===== src/shared/srt_pkg.sv =====
// Shared constants and types for the SDRAM pattern tester
package srt_pkg;

  // Memory geometry: 64MB bank, 16-bit words
  localparam int MEM_BYTES = 64 * 1024 * 1024;
  localparam int MEM_DATA_W = 16;
  localparam int MEM_WORDS_DEF = MEM_BYTES / (MEM_DATA_W / 8);
  localparam int MEM_ADDR_W = 25;

  // Board reference clock and lamp blink half period
  localparam int REF_CLK_KHZ = 50_000;
  localparam int LAMP_HALF_MS = 250;
  // Reference clock edges per blink half period
  localparam int LAMP_HALF_EDGES = REF_CLK_KHZ * LAMP_HALF_MS;
  localparam int BLINK_CNT_W = 24;

  // Lamp bit positions and values
  localparam int LAMP_RESET = 0;
  localparam int LAMP_PASS = 1;
  localparam int LAMP_CLK = 2;
  localparam logic [2:0] LAMPS_ALL_ON = 3'h7;
  localparam logic [2:0] LAMPS_RESET_VAL = 3'h0;

  // Pattern generator seed and feedback taps
  localparam logic [31:0] LFSR_SEED = 32'h1ace_5eed;
  localparam logic [31:0] LFSR_TAPS = 32'h8020_0003;

  // Test sequencer states
  typedef enum logic [2:0] {
    ST_HELD,
    ST_WRITE,
    ST_READ,
    ST_RD_WAIT,
    ST_DONE
  } srt_state_e;

  // Requests toward the memory controller slave port
  typedef struct packed {
    logic [MEM_ADDR_W-1:0] address;
    logic write;
    logic read;
    logic [MEM_DATA_W-1:0] writedata;
  } srt_mem_req_s;

  // Answers from the memory controller slave port
  typedef struct packed {
    logic waitrequest;
    logic readdatavalid;
    logic [MEM_DATA_W-1:0] readdata;
  } srt_mem_rsp_s;

endpackage : srt_pkg


===== src/rtl/srt_pattern_gen.sv =====
`timescale 1ns/1ns
// Pseudo-random word source; same sequence after every restart
module srt_pattern_gen
  import srt_pkg::*;
(
  input wire logic i_clk,
  input wire logic i_rst_n,
  input wire logic i_restart,
  input wire logic i_advance,
  output logic [MEM_DATA_W-1:0] o_value
);

  // Galois shift register state
  logic [31:0] lfsr_reg;
  logic [31:0] lfsr_next;
  // One step of the sequence
  wire [31:0] lfsr_step = lfsr_reg[0] ? ((lfsr_reg >> 1) ^ LFSR_TAPS) : (lfsr_reg >> 1);

  // Restart wins over advance
  assign lfsr_next = i_restart ? LFSR_SEED : (i_advance ? lfsr_step : lfsr_reg);

  // State register
  always_ff @(posedge i_clk)
  begin
    if (!i_rst_n)
      lfsr_reg <= LFSR_SEED;
    else
      lfsr_reg <= lfsr_next;
  end

  // Current pattern word
  assign o_value = lfsr_reg[MEM_DATA_W-1:0];

endmodule : srt_pattern_gen


===== src/rtl/srt_tester.sv =====
`timescale 1ns/1ns
module srt_tester
  import srt_pkg::*;
#(
  parameter int MEM_WORDS = MEM_WORDS_DEF,
  parameter int BLINK_EDGES = LAMP_HALF_EDGES
)
(
  input wire logic i_clk,
  input wire logic i_rst_n,
  input wire logic i_start_btn_n,
  input wire logic i_ref_clk,
  input wire srt_mem_rsp_s i_mem,
  output srt_mem_req_s o_mem,
  output logic [2:0] o_status_lamps
);

  // Last word address of the bank
  localparam logic [MEM_ADDR_W-1:0] LAST_ADDR = MEM_ADDR_W'(MEM_WORDS - 1);
  // Blink counter wrap value
  localparam logic [BLINK_CNT_W-1:0] BLINK_LAST = BLINK_CNT_W'(BLINK_EDGES - 1);

  // Button synchroniser stages
  logic btn_s1_reg;
  logic btn_s2_reg;
  // Reference clock sampling stages
  logic ref_s1_reg;
  logic ref_s2_reg;
  logic ref_s3_reg;
  // Blink divider
  logic [BLINK_CNT_W-1:0] blink_cnt_reg;
  logic [BLINK_CNT_W-1:0] blink_cnt_next;
  logic blink_reg;
  logic blink_next;
  // Sequencer
  srt_state_e state_reg;
  srt_state_e state_next;
  logic [MEM_ADDR_W-1:0] addr_reg;
  logic [MEM_ADDR_W-1:0] addr_next;
  srt_mem_req_s req_reg;
  srt_mem_req_s req_next;
  // Result and lamps
  logic fail_reg;
  logic fail_next;
  logic [2:0] lamps_reg;
  logic [2:0] lamps_next;
  // Expected word from the generator
  logic [MEM_DATA_W-1:0] exp_value;

  // Decoded conditions
  wire btn_held = ~btn_s2_reg;
  wire ref_rise = ref_s2_reg & ~ref_s3_reg;
  wire blink_wrap = ref_rise & (blink_cnt_reg == BLINK_LAST);
  wire addr_last = (addr_reg == LAST_ADDR);
  wire wr_taken = req_reg.write & ~i_mem.waitrequest;
  wire rd_taken = req_reg.read & ~i_mem.waitrequest;
  wire rd_back = (state_reg == ST_RD_WAIT) & i_mem.readdatavalid;
  wire mismatch = rd_back & ~btn_held & (i_mem.readdata != exp_value);
  wire passed = (state_reg == ST_DONE) & ~fail_reg;
  // Generator steps once per written or returned word
  wire gen_advance = wr_taken | rd_back;
  // Generator rewinds on press and after the final write
  wire gen_restart = btn_held | ((state_reg == ST_WRITE) & wr_taken & addr_last);

  // Pattern source shared by both phases
  srt_pattern_gen u_gen (
    .i_clk(i_clk),
    .i_rst_n(i_rst_n),
    .i_restart(gen_restart),
    .i_advance(gen_advance),
    .o_value(exp_value)
  );

  // Two-flop synchronisers for the button and reference clock
  always_ff @(posedge i_clk)
  begin
    if (!i_rst_n)
    begin
      btn_s1_reg <= 1'b1;
      btn_s2_reg <= 1'b1;
      ref_s1_reg <= 1'b0;
      ref_s2_reg <= 1'b0;
      ref_s3_reg <= 1'b0;
    end
    else
    begin
      btn_s1_reg <= i_start_btn_n;
      btn_s2_reg <= btn_s1_reg;
      ref_s1_reg <= i_ref_clk;
      ref_s2_reg <= ref_s1_reg;
      ref_s3_reg <= ref_s2_reg;
    end
  end

  // Divider counts reference edges, so a dead source stops it
  assign blink_cnt_next = ref_rise ? (blink_wrap ? '0 : blink_cnt_reg + 1'b1)
                                   : blink_cnt_reg;
  assign blink_next = blink_wrap ? ~blink_reg : blink_reg;

  // Blink divider registers
  always_ff @(posedge i_clk)
  begin
    if (!i_rst_n)
    begin
      blink_cnt_reg <= '0;
      blink_reg <= 1'b0;
    end
    else
    begin
      blink_cnt_reg <= blink_cnt_next;
      blink_reg <= blink_next;
    end
  end

  // Sequencer next state; all bus timing on the controller clock
  always_comb
  begin
    state_next = state_reg;
    addr_next = addr_reg;
    req_next = req_reg;
    if (btn_held)
    begin
      // Held: park and rewind everything
      state_next = ST_HELD;
      addr_next = '0;
      req_next = '0;
    end
    else
    begin
      case (state_reg)
        // Release of the button launches the run
        ST_HELD:
        begin
          state_next = ST_WRITE;
        end
        // Write phase over every word
        ST_WRITE:
        begin
          if (wr_taken)
          begin
            req_next.write = 1'b0;
            if (addr_last)
            begin
              // Reads begin only once every word is written
              addr_next = '0;
              state_next = ST_READ;
            end
            else
              addr_next = addr_reg + 1'b1;
          end
          else if (!req_reg.write)
          begin
            // Issue the next pattern word
            req_next.write = 1'b1;
            req_next.address = addr_reg;
            req_next.writedata = exp_value;
          end
        end
        // Read request, one outstanding at a time
        ST_READ:
        begin
          if (rd_taken)
          begin
            req_next.read = 1'b0;
            state_next = ST_RD_WAIT;
          end
          else if (!req_reg.read)
          begin
            req_next.read = 1'b1;
            req_next.address = addr_reg;
          end
        end
        // Wait for the returned word
        ST_RD_WAIT:
        begin
          if (i_mem.readdatavalid)
          begin
            if (addr_last)
              state_next = ST_DONE;
            else
            begin
              addr_next = addr_reg + 1'b1;
              state_next = ST_READ;
            end
          end
        end
        // Finished; wait for the next press
        ST_DONE:
        begin
          state_next = ST_DONE;
        end
        default:
        begin
          state_next = ST_HELD;
        end
      endcase
    end
  end

  // Sticky failure; only a press or reset clears it
  assign fail_next = btn_held ? 1'b0 : (fail_reg | mismatch);

  // Lamp pattern
  always_comb
  begin
    lamps_next = LAMPS_RESET_VAL;
    if (btn_held)
      lamps_next = LAMPS_ALL_ON;
    else
    begin
      lamps_next[LAMP_RESET] = 1'b0;
      lamps_next[LAMP_CLK] = blink_reg;
      // Steady only on a clean finish, else blinking
      lamps_next[LAMP_PASS] = passed ? 1'b1 : blink_reg;
    end
  end

  // Sequencer, result and lamp registers
  always_ff @(posedge i_clk)
  begin
    if (!i_rst_n)
    begin
      state_reg <= ST_HELD;
      addr_reg <= '0;
      req_reg <= '0;
      fail_reg <= 1'b0;
      lamps_reg <= LAMPS_RESET_VAL;
    end
    else
    begin
      state_reg <= state_next;
      addr_reg <= addr_next;
      req_reg <= req_next;
      fail_reg <= fail_next;
      lamps_reg <= lamps_next;
    end
  end

  // Outputs straight from flops
  assign o_mem = req_reg;
  assign o_status_lamps = lamps_reg;
endmodule : srt_tester


===== config.mk =====
export PLATFORM = sky130hd
export DESIGN_NAME = srt_tester
export DESIGN_NICKNAME = d
export VERILOG_FILES = /design/src/shared/srt_pkg.sv /design/src/rtl/srt_pattern_gen.sv /design/src/rtl/srt_tester.sv
export SDC_FILE = /design/constraint.sdc
export NUM_CORES = 1
export LEC_CHECK = 0
export BUFFER_PORTS_ARGS = -buffer_cell sky130_fd_sc_hd__buf_2
export CAP_MARGIN = 20
export CORE_MARGIN = 2
export CORE_UTILIZATION = 49
export DETAILED_ROUTE_END_ITERATION = 10
export GPL_TIMING_DRIVEN = 0
export PLACE_DENSITY_LB_ADDON = 0.05
export SYNTH_ARGS = -nofsm -noshare
export SYNTH_HDL_FRONTEND = slang
export SYNTH_SLANG_ARGS = --single-unit

===== constraint.sdc =====
create_clock -name i_clk -period 6.6 [get_ports i_clk]
set_clock_uncertainty 0.2 [all_clocks]
set_input_delay 1.32 -clock i_clk [delete_from_list [all_inputs] [get_ports i_clk]]
set_output_delay 1.32 -clock i_clk [all_outputs]
set_load 0.05 [all_outputs]

## Yosys cells after proc, flatten, opt, wreduce, memory -nomap -nowiden

Cells that the tools add are included.

- Output and inout port bits: 46
- Flip-flop bits (word level): 137
- Logic and storage cells: 87

- Muxes and demuxes: 22
- Equal/unequal tests: 16
- Reductions and logical operators: 9
- Add/sub/neg operators: 2
- Bitwise operators: 22

Operators by type and width:

| operator | number |
|---|---|
| $mux W25 | 7 |
| $pmux W25 S2 | 2 |
| $mux W32 | 1 |
| $mux W26 | 1 |
| $add A25 B1 Y25 const B | 1 |
| $eq A25 B25 Y1 const B | 1 |
| $add A24 B1 Y24 const B | 1 |
| $eq A24 B24 Y1 const B | 1 |
| $mux W24 | 1 |
| $mux W3 | 6 |
| $ne A2 B2 Y1 const B | 9 |
| $ne A16 B16 Y1 | 1 |
| $pmux W3 S5 | 1 |
| $and A1 B1 Y1 | 10 |
| $not A1 Y1 | 8 |
| $reduce_and A4 Y1 | 2 |
| $eq A3 B2 Y1 const B | 2 |
| $reduce_and A5 Y1 | 1 |
| $not A3 Y4 | 1 |
| $reduce_bool A2 Y1 | 2 |
| $eq A3 B1 Y1 const B | 1 |
| $eq A3 B3 Y1 const B | 1 |
| $logic_not A3 Y1 | 1 |
| $mux W1 | 3 |
| 4 further kinds | 6 |

## Depth between registers and ports, before layout

- Depth after elaboration: 6
- Mapped depth: 8
- Mapped depth without buffers: 6

## Modules after synthesis

Synthesis repeated with hierarchy kept, for this count alone.

- Cells, all modules: 649
- Area total of the unflattened synthesis: 5879.4 µm²

By module, submodules not included:

| module | instances | area an instance (µm²) | cells each |
|---|---|---|---|
| srt_tester | 1 | 4565.6 | 525 |
| srt_pattern_gen | 1 | 1313.8 | 124 |

## Worst setup path after synthesis

No wires, ideal clock.

- Path kind: input-to-reg
- Start: in i_mem[17] (netlist name)
- End: reg addr_reg[19]
- Buffers on the path: 0
- Setup time: 0.066 ns
- Stages on the path: 5
- Arrival: 2.682 ns
- Required time: 6.334 ns
- Setup slack: 3.652 ns
- Path through: or3b_4 -> a21oi_4 -> o21ai_4 -> or4_4 -> a21oi_2

- Word-level cells in the longest chain between the ends: 4

RTL lines:

| element | line | source |
|---|---|---|
| start: declaration | srt_tester.sv:13 | `input wire srt_mem_rsp_s i_mem,` |
| $not A1 Y1 | srt_tester.sv:55 | `wire wr_taken = req_reg.write & ~i_mem.waitrequest;` |
| $and A1 B1 Y1 | srt_tester.sv:55 |  |
| $ne A2 B2 Y1 (no line) | n/a |  |
| $reduce_and A4 Y1 (no line) | n/a |  |
| end signal: assignment | srt_tester.sv:232 | `addr_reg <= addr_next;` |
| end: declaration | srt_tester.sv:38 | `logic [MEM_ADDR_W-1:0] addr_reg;` |

Every way passes these cells.
A chain may end at the register's enable or synchronous reset.

## Final worst setup path

- Start: in i_mem[17] (netlist name)
- End: reg addr_reg[11]

The elaborated chain is that of the path after synthesis.

==> metrics.csv <==
stage,metric,value,unit
global_routing,largest net degree at the start of global routing,17,
setup_path,CP startpoint kind,input pin,
floorplanning,Die Wd,113.1,um
yosys,ys async rst share,0,%
yosys,synth unique cells,61,
routing,WL/cell,15.14,um
setup_path,crit end category,flip-flop,
outcome,failing checks,DRC,
worst_hold_path,hold crit path type,flip-flop to flip-flop,
place,sum of net half-perimeters after detailed placement,9.944,mm
place,Placement Cell Area,6347,um2
routing,DR vias,5026,
global_routing,first-pass GRT wire length,22.94,mm
outcome,outcome,finished with violations,
timing,f_max,342.6,MHz
setup_path,r2r endpoint,addr_reg[17],
cts,CTS max path bufs,2,
cts,CTS root buf,clkbuf_16,
yosys,Most used DFF post-synth,dfxtp_1,
setup_path,reg2reg start,addr_reg[0],
routing,routed wire length,13.90,mm
pwr,Max IR drop VDD,0.1774,mV
yosys,#FFs+latches synth,137,
timing,"Slew Viols, Final",0,
final_layout,fin nets,786,
timing,final worst-path cycle share,44.23,%
global_routing,initial antenna violation count,0,
place,port bufs,67,
timing,Final min period,2.919,ns
timing,Worst slew margin,43.87,%
final_layout,Reg area,2743,um2
cts,Post-CTS Hold Buffers,0,
yosys,commonest cells in the synthesized netlist,"dfxtp_1 (137), nand2_1 (123), nor2_1 (73)",
floorplanning,chip height,113.1,um
timing,post-route setup TNS,0,ns
yosys,Mapped Area,5828,um2
cts,CTS Buf Count,17,
setup_path,Register-to-Register Path Depth,7,
timing,unrepaired setup endpoints after global routing,no,
cts,"Clk Latency, worst-skew pair",0.42,ns
floorplanning,Initial Util,50.61,%
worst_hold_path,Worst Hold End,btn_s2_reg,
setup_path,reg2reg setup slack,3.80,ns
yosys,Mapped Nets,699,
yosys,most common cell in the netlist,dfxtp_1,
worst_hold_path,Min-Delay Startpoint,btn_s1_reg,
routing,ANT nets after route,0,
setup_path,Crit path arrival time,3.03,ns
timing,final hold viol count,0,
cts,H-tree Lvls,4,
final_layout,diode count,0,
yosys,Cells after Synth,675,
pwr,Leak,2.727,nW
yosys,sequential element share of the synthesized area,47.06,%
yosys,"area leader, netlist",dfxtp_1,
final_layout,Fillers,1059,
cts,clk slew on worst S/H paths,0.06,ns
final_layout,area added between synthesis and finish,18.91,%
cts,CTS tree,done,
timing,Worst Hold Slack,0.2178,ns
routing,DR pass1 iterations,9,
setup_path,critical path class,input pin to flip-flop,
place,placer congestion estimate,0.8263,
global_routing,aggregate global-route resource usage,22.45,%
timing,worst-margin pin slew,0.8355,ns
yosys,Post-synth EDFFs,0,
yosys,syn avg cell area,8.634,um2
pwr,pwr dens,277.5,nW/um2
worst_hold_path,WHS Path Cells,1,
global_routing,"Remaining Overflow, GRT",0,
floorplanning,# rows,39,
yosys,share of the synthesized area in the top cell type,47.06,%
cts,CTS resizes,0,
floorplanning,Die ar.,12780,um2
final_layout,"Design Area, Final",6930,um2
setup_path,Worst EP required,6.71,ns
yosys,ranking of synthesized cells by area,"dfxtp_1 (47%), nand2_1 (7.9%), mux2i_1 (4.8%), xor2_1 (4.8%), nor2_1 (4.7%)",
yosys,warning count from the yosys run,0,
pwr,overall power,1.923,mW
routing,drt drc,3,
setup_path,critical-path maximum fanout,5,
final_layout,Largest register FFs,43,
floorplanning,Top Ports,68,
final_layout,multi-input logic area,2897,um2
cts,clk sink count,137,
global_routing,vias in the first global route,4830,
timing,Finish-stage setup viols,0,
cts,postcts setup bufs,0,
floorplanning,core footprint,11520,um2
job,Max-Cap Viols,0,
routing,1st-iter DRT viols,307,
final_layout,share of cells above drive strength 1,16.39,%
routing,vias per std cell,5.475,
area by class of cell:
| type | instances | share of cell area [%] |
|---|---|---|
| well taps | 143 | 2.582 |
| inverters | 10 | 0.5416 |
| clock inverters | 11 | 1.769 |
| repair buffers | 68 | 4.911 |
| plain buffers | 30 | 2.185 |
| clock buffers | 21 | 6.644 |
| flip-flops and latches | 137 | 39.57 |
| multi-input cells | 498 | 41.79 |
layer usage:
layer	wire length, um	vias to the layer above	global-route usage, %
met2	6643	98	36.29
met1	6454	2391	28.46
met3	499	20	5.678
met4	306	0	10.00
li1	-	2517	-
met5	0	-	0
metrics by stage:
stage / setup WS (ns) / utilization [%] / std cells
2_1_floorplan: 3.652 / - / 675
3_3_place_gp: 3.302 / 55.07 / 885
3_5_place_dp: 3.291 / 55.12 / 886
4_1_cts: 3.713 / 60.18 / 918
5_1_grt: 3.528 / 60.18 / 918
6_report: 3.681 / 60.18 / 918
cells by family after synthesis:
| family | share of synthesized area, % |
|---|---|
| adder cells (fa/ha/maj) | 0.4293 |
| AND/OR/NAND/NOR | 27.35 |
| AO/OA/AOI/OAI | 10.35 |
| flip-flops | 47.06 |
| multiplexers | 4.809 |
| buffers and inverters | 3.242 |
| XOR/XNOR | 6.763 |
placed cells by master (no fill, tap or decap), types with 4 or more instances in the layout:
cell	instances
nor2_1	73
o31ai_1	4
buf_2	72
clkbuf_1	22
dfxtp_1	137
inv_1	10
nor3_1	13
and3_1	8
a21oi_2	4
clkinvlp_4	4
clkbuf_16	17
nand4_1	18
and2_1	9
xnor2_1	13
mux2i_1	28
or4_1	7
nor4_1	8
a21oi_1	37
buf_4	4
nand3_1	42
nand2b_1	6
a31oi_1	5
o21ai_0	5
a211oi_1	4
or3_1	7
nand2_1	123
xor2_1	32
report_power, final:
| group | switching (mW) | total (mW) | internal, mW |
|---|---|---|---|
| Sequential | 0.0155 | 0.862 | 0.846 |
| Clock | 0.350 | 0.924 | 0.574 |
| Combinational | 0.0941 | 0.137 | 0.0431 |
worst max path at each step:
| stage | slack, ns | startpoint | to | cells past startpoint |
|---|---|---|---|---|
| 2_1_floorplan | 3.65 | i_mem[17] | addr_reg[19] | 5 |
| 3_3_place_gp | 3.30 | i_mem[17] | addr_reg[11] | 6 |
| 3_5_place_dp | 3.29 | i_mem[17] | addr_reg[11] | 6 |
| 4_1_cts | 3.71 | i_mem[17] | addr_reg[11] | 6 |
| 5_1_grt | 3.53 | i_mem[17] | addr_reg[11] | 6 |
| 6_report | 3.68 | i_mem[17] | addr_reg[11] | 6 |
critical path, stage by stage:
cell and delay, ns:
buf_2 0.12, nor3b_2 0.30, o21ai_0 0.23, a21oi_1 0.44, nand2_1 0.25, o41ai_1 0.38
Power figures use the tool's default switching activity.
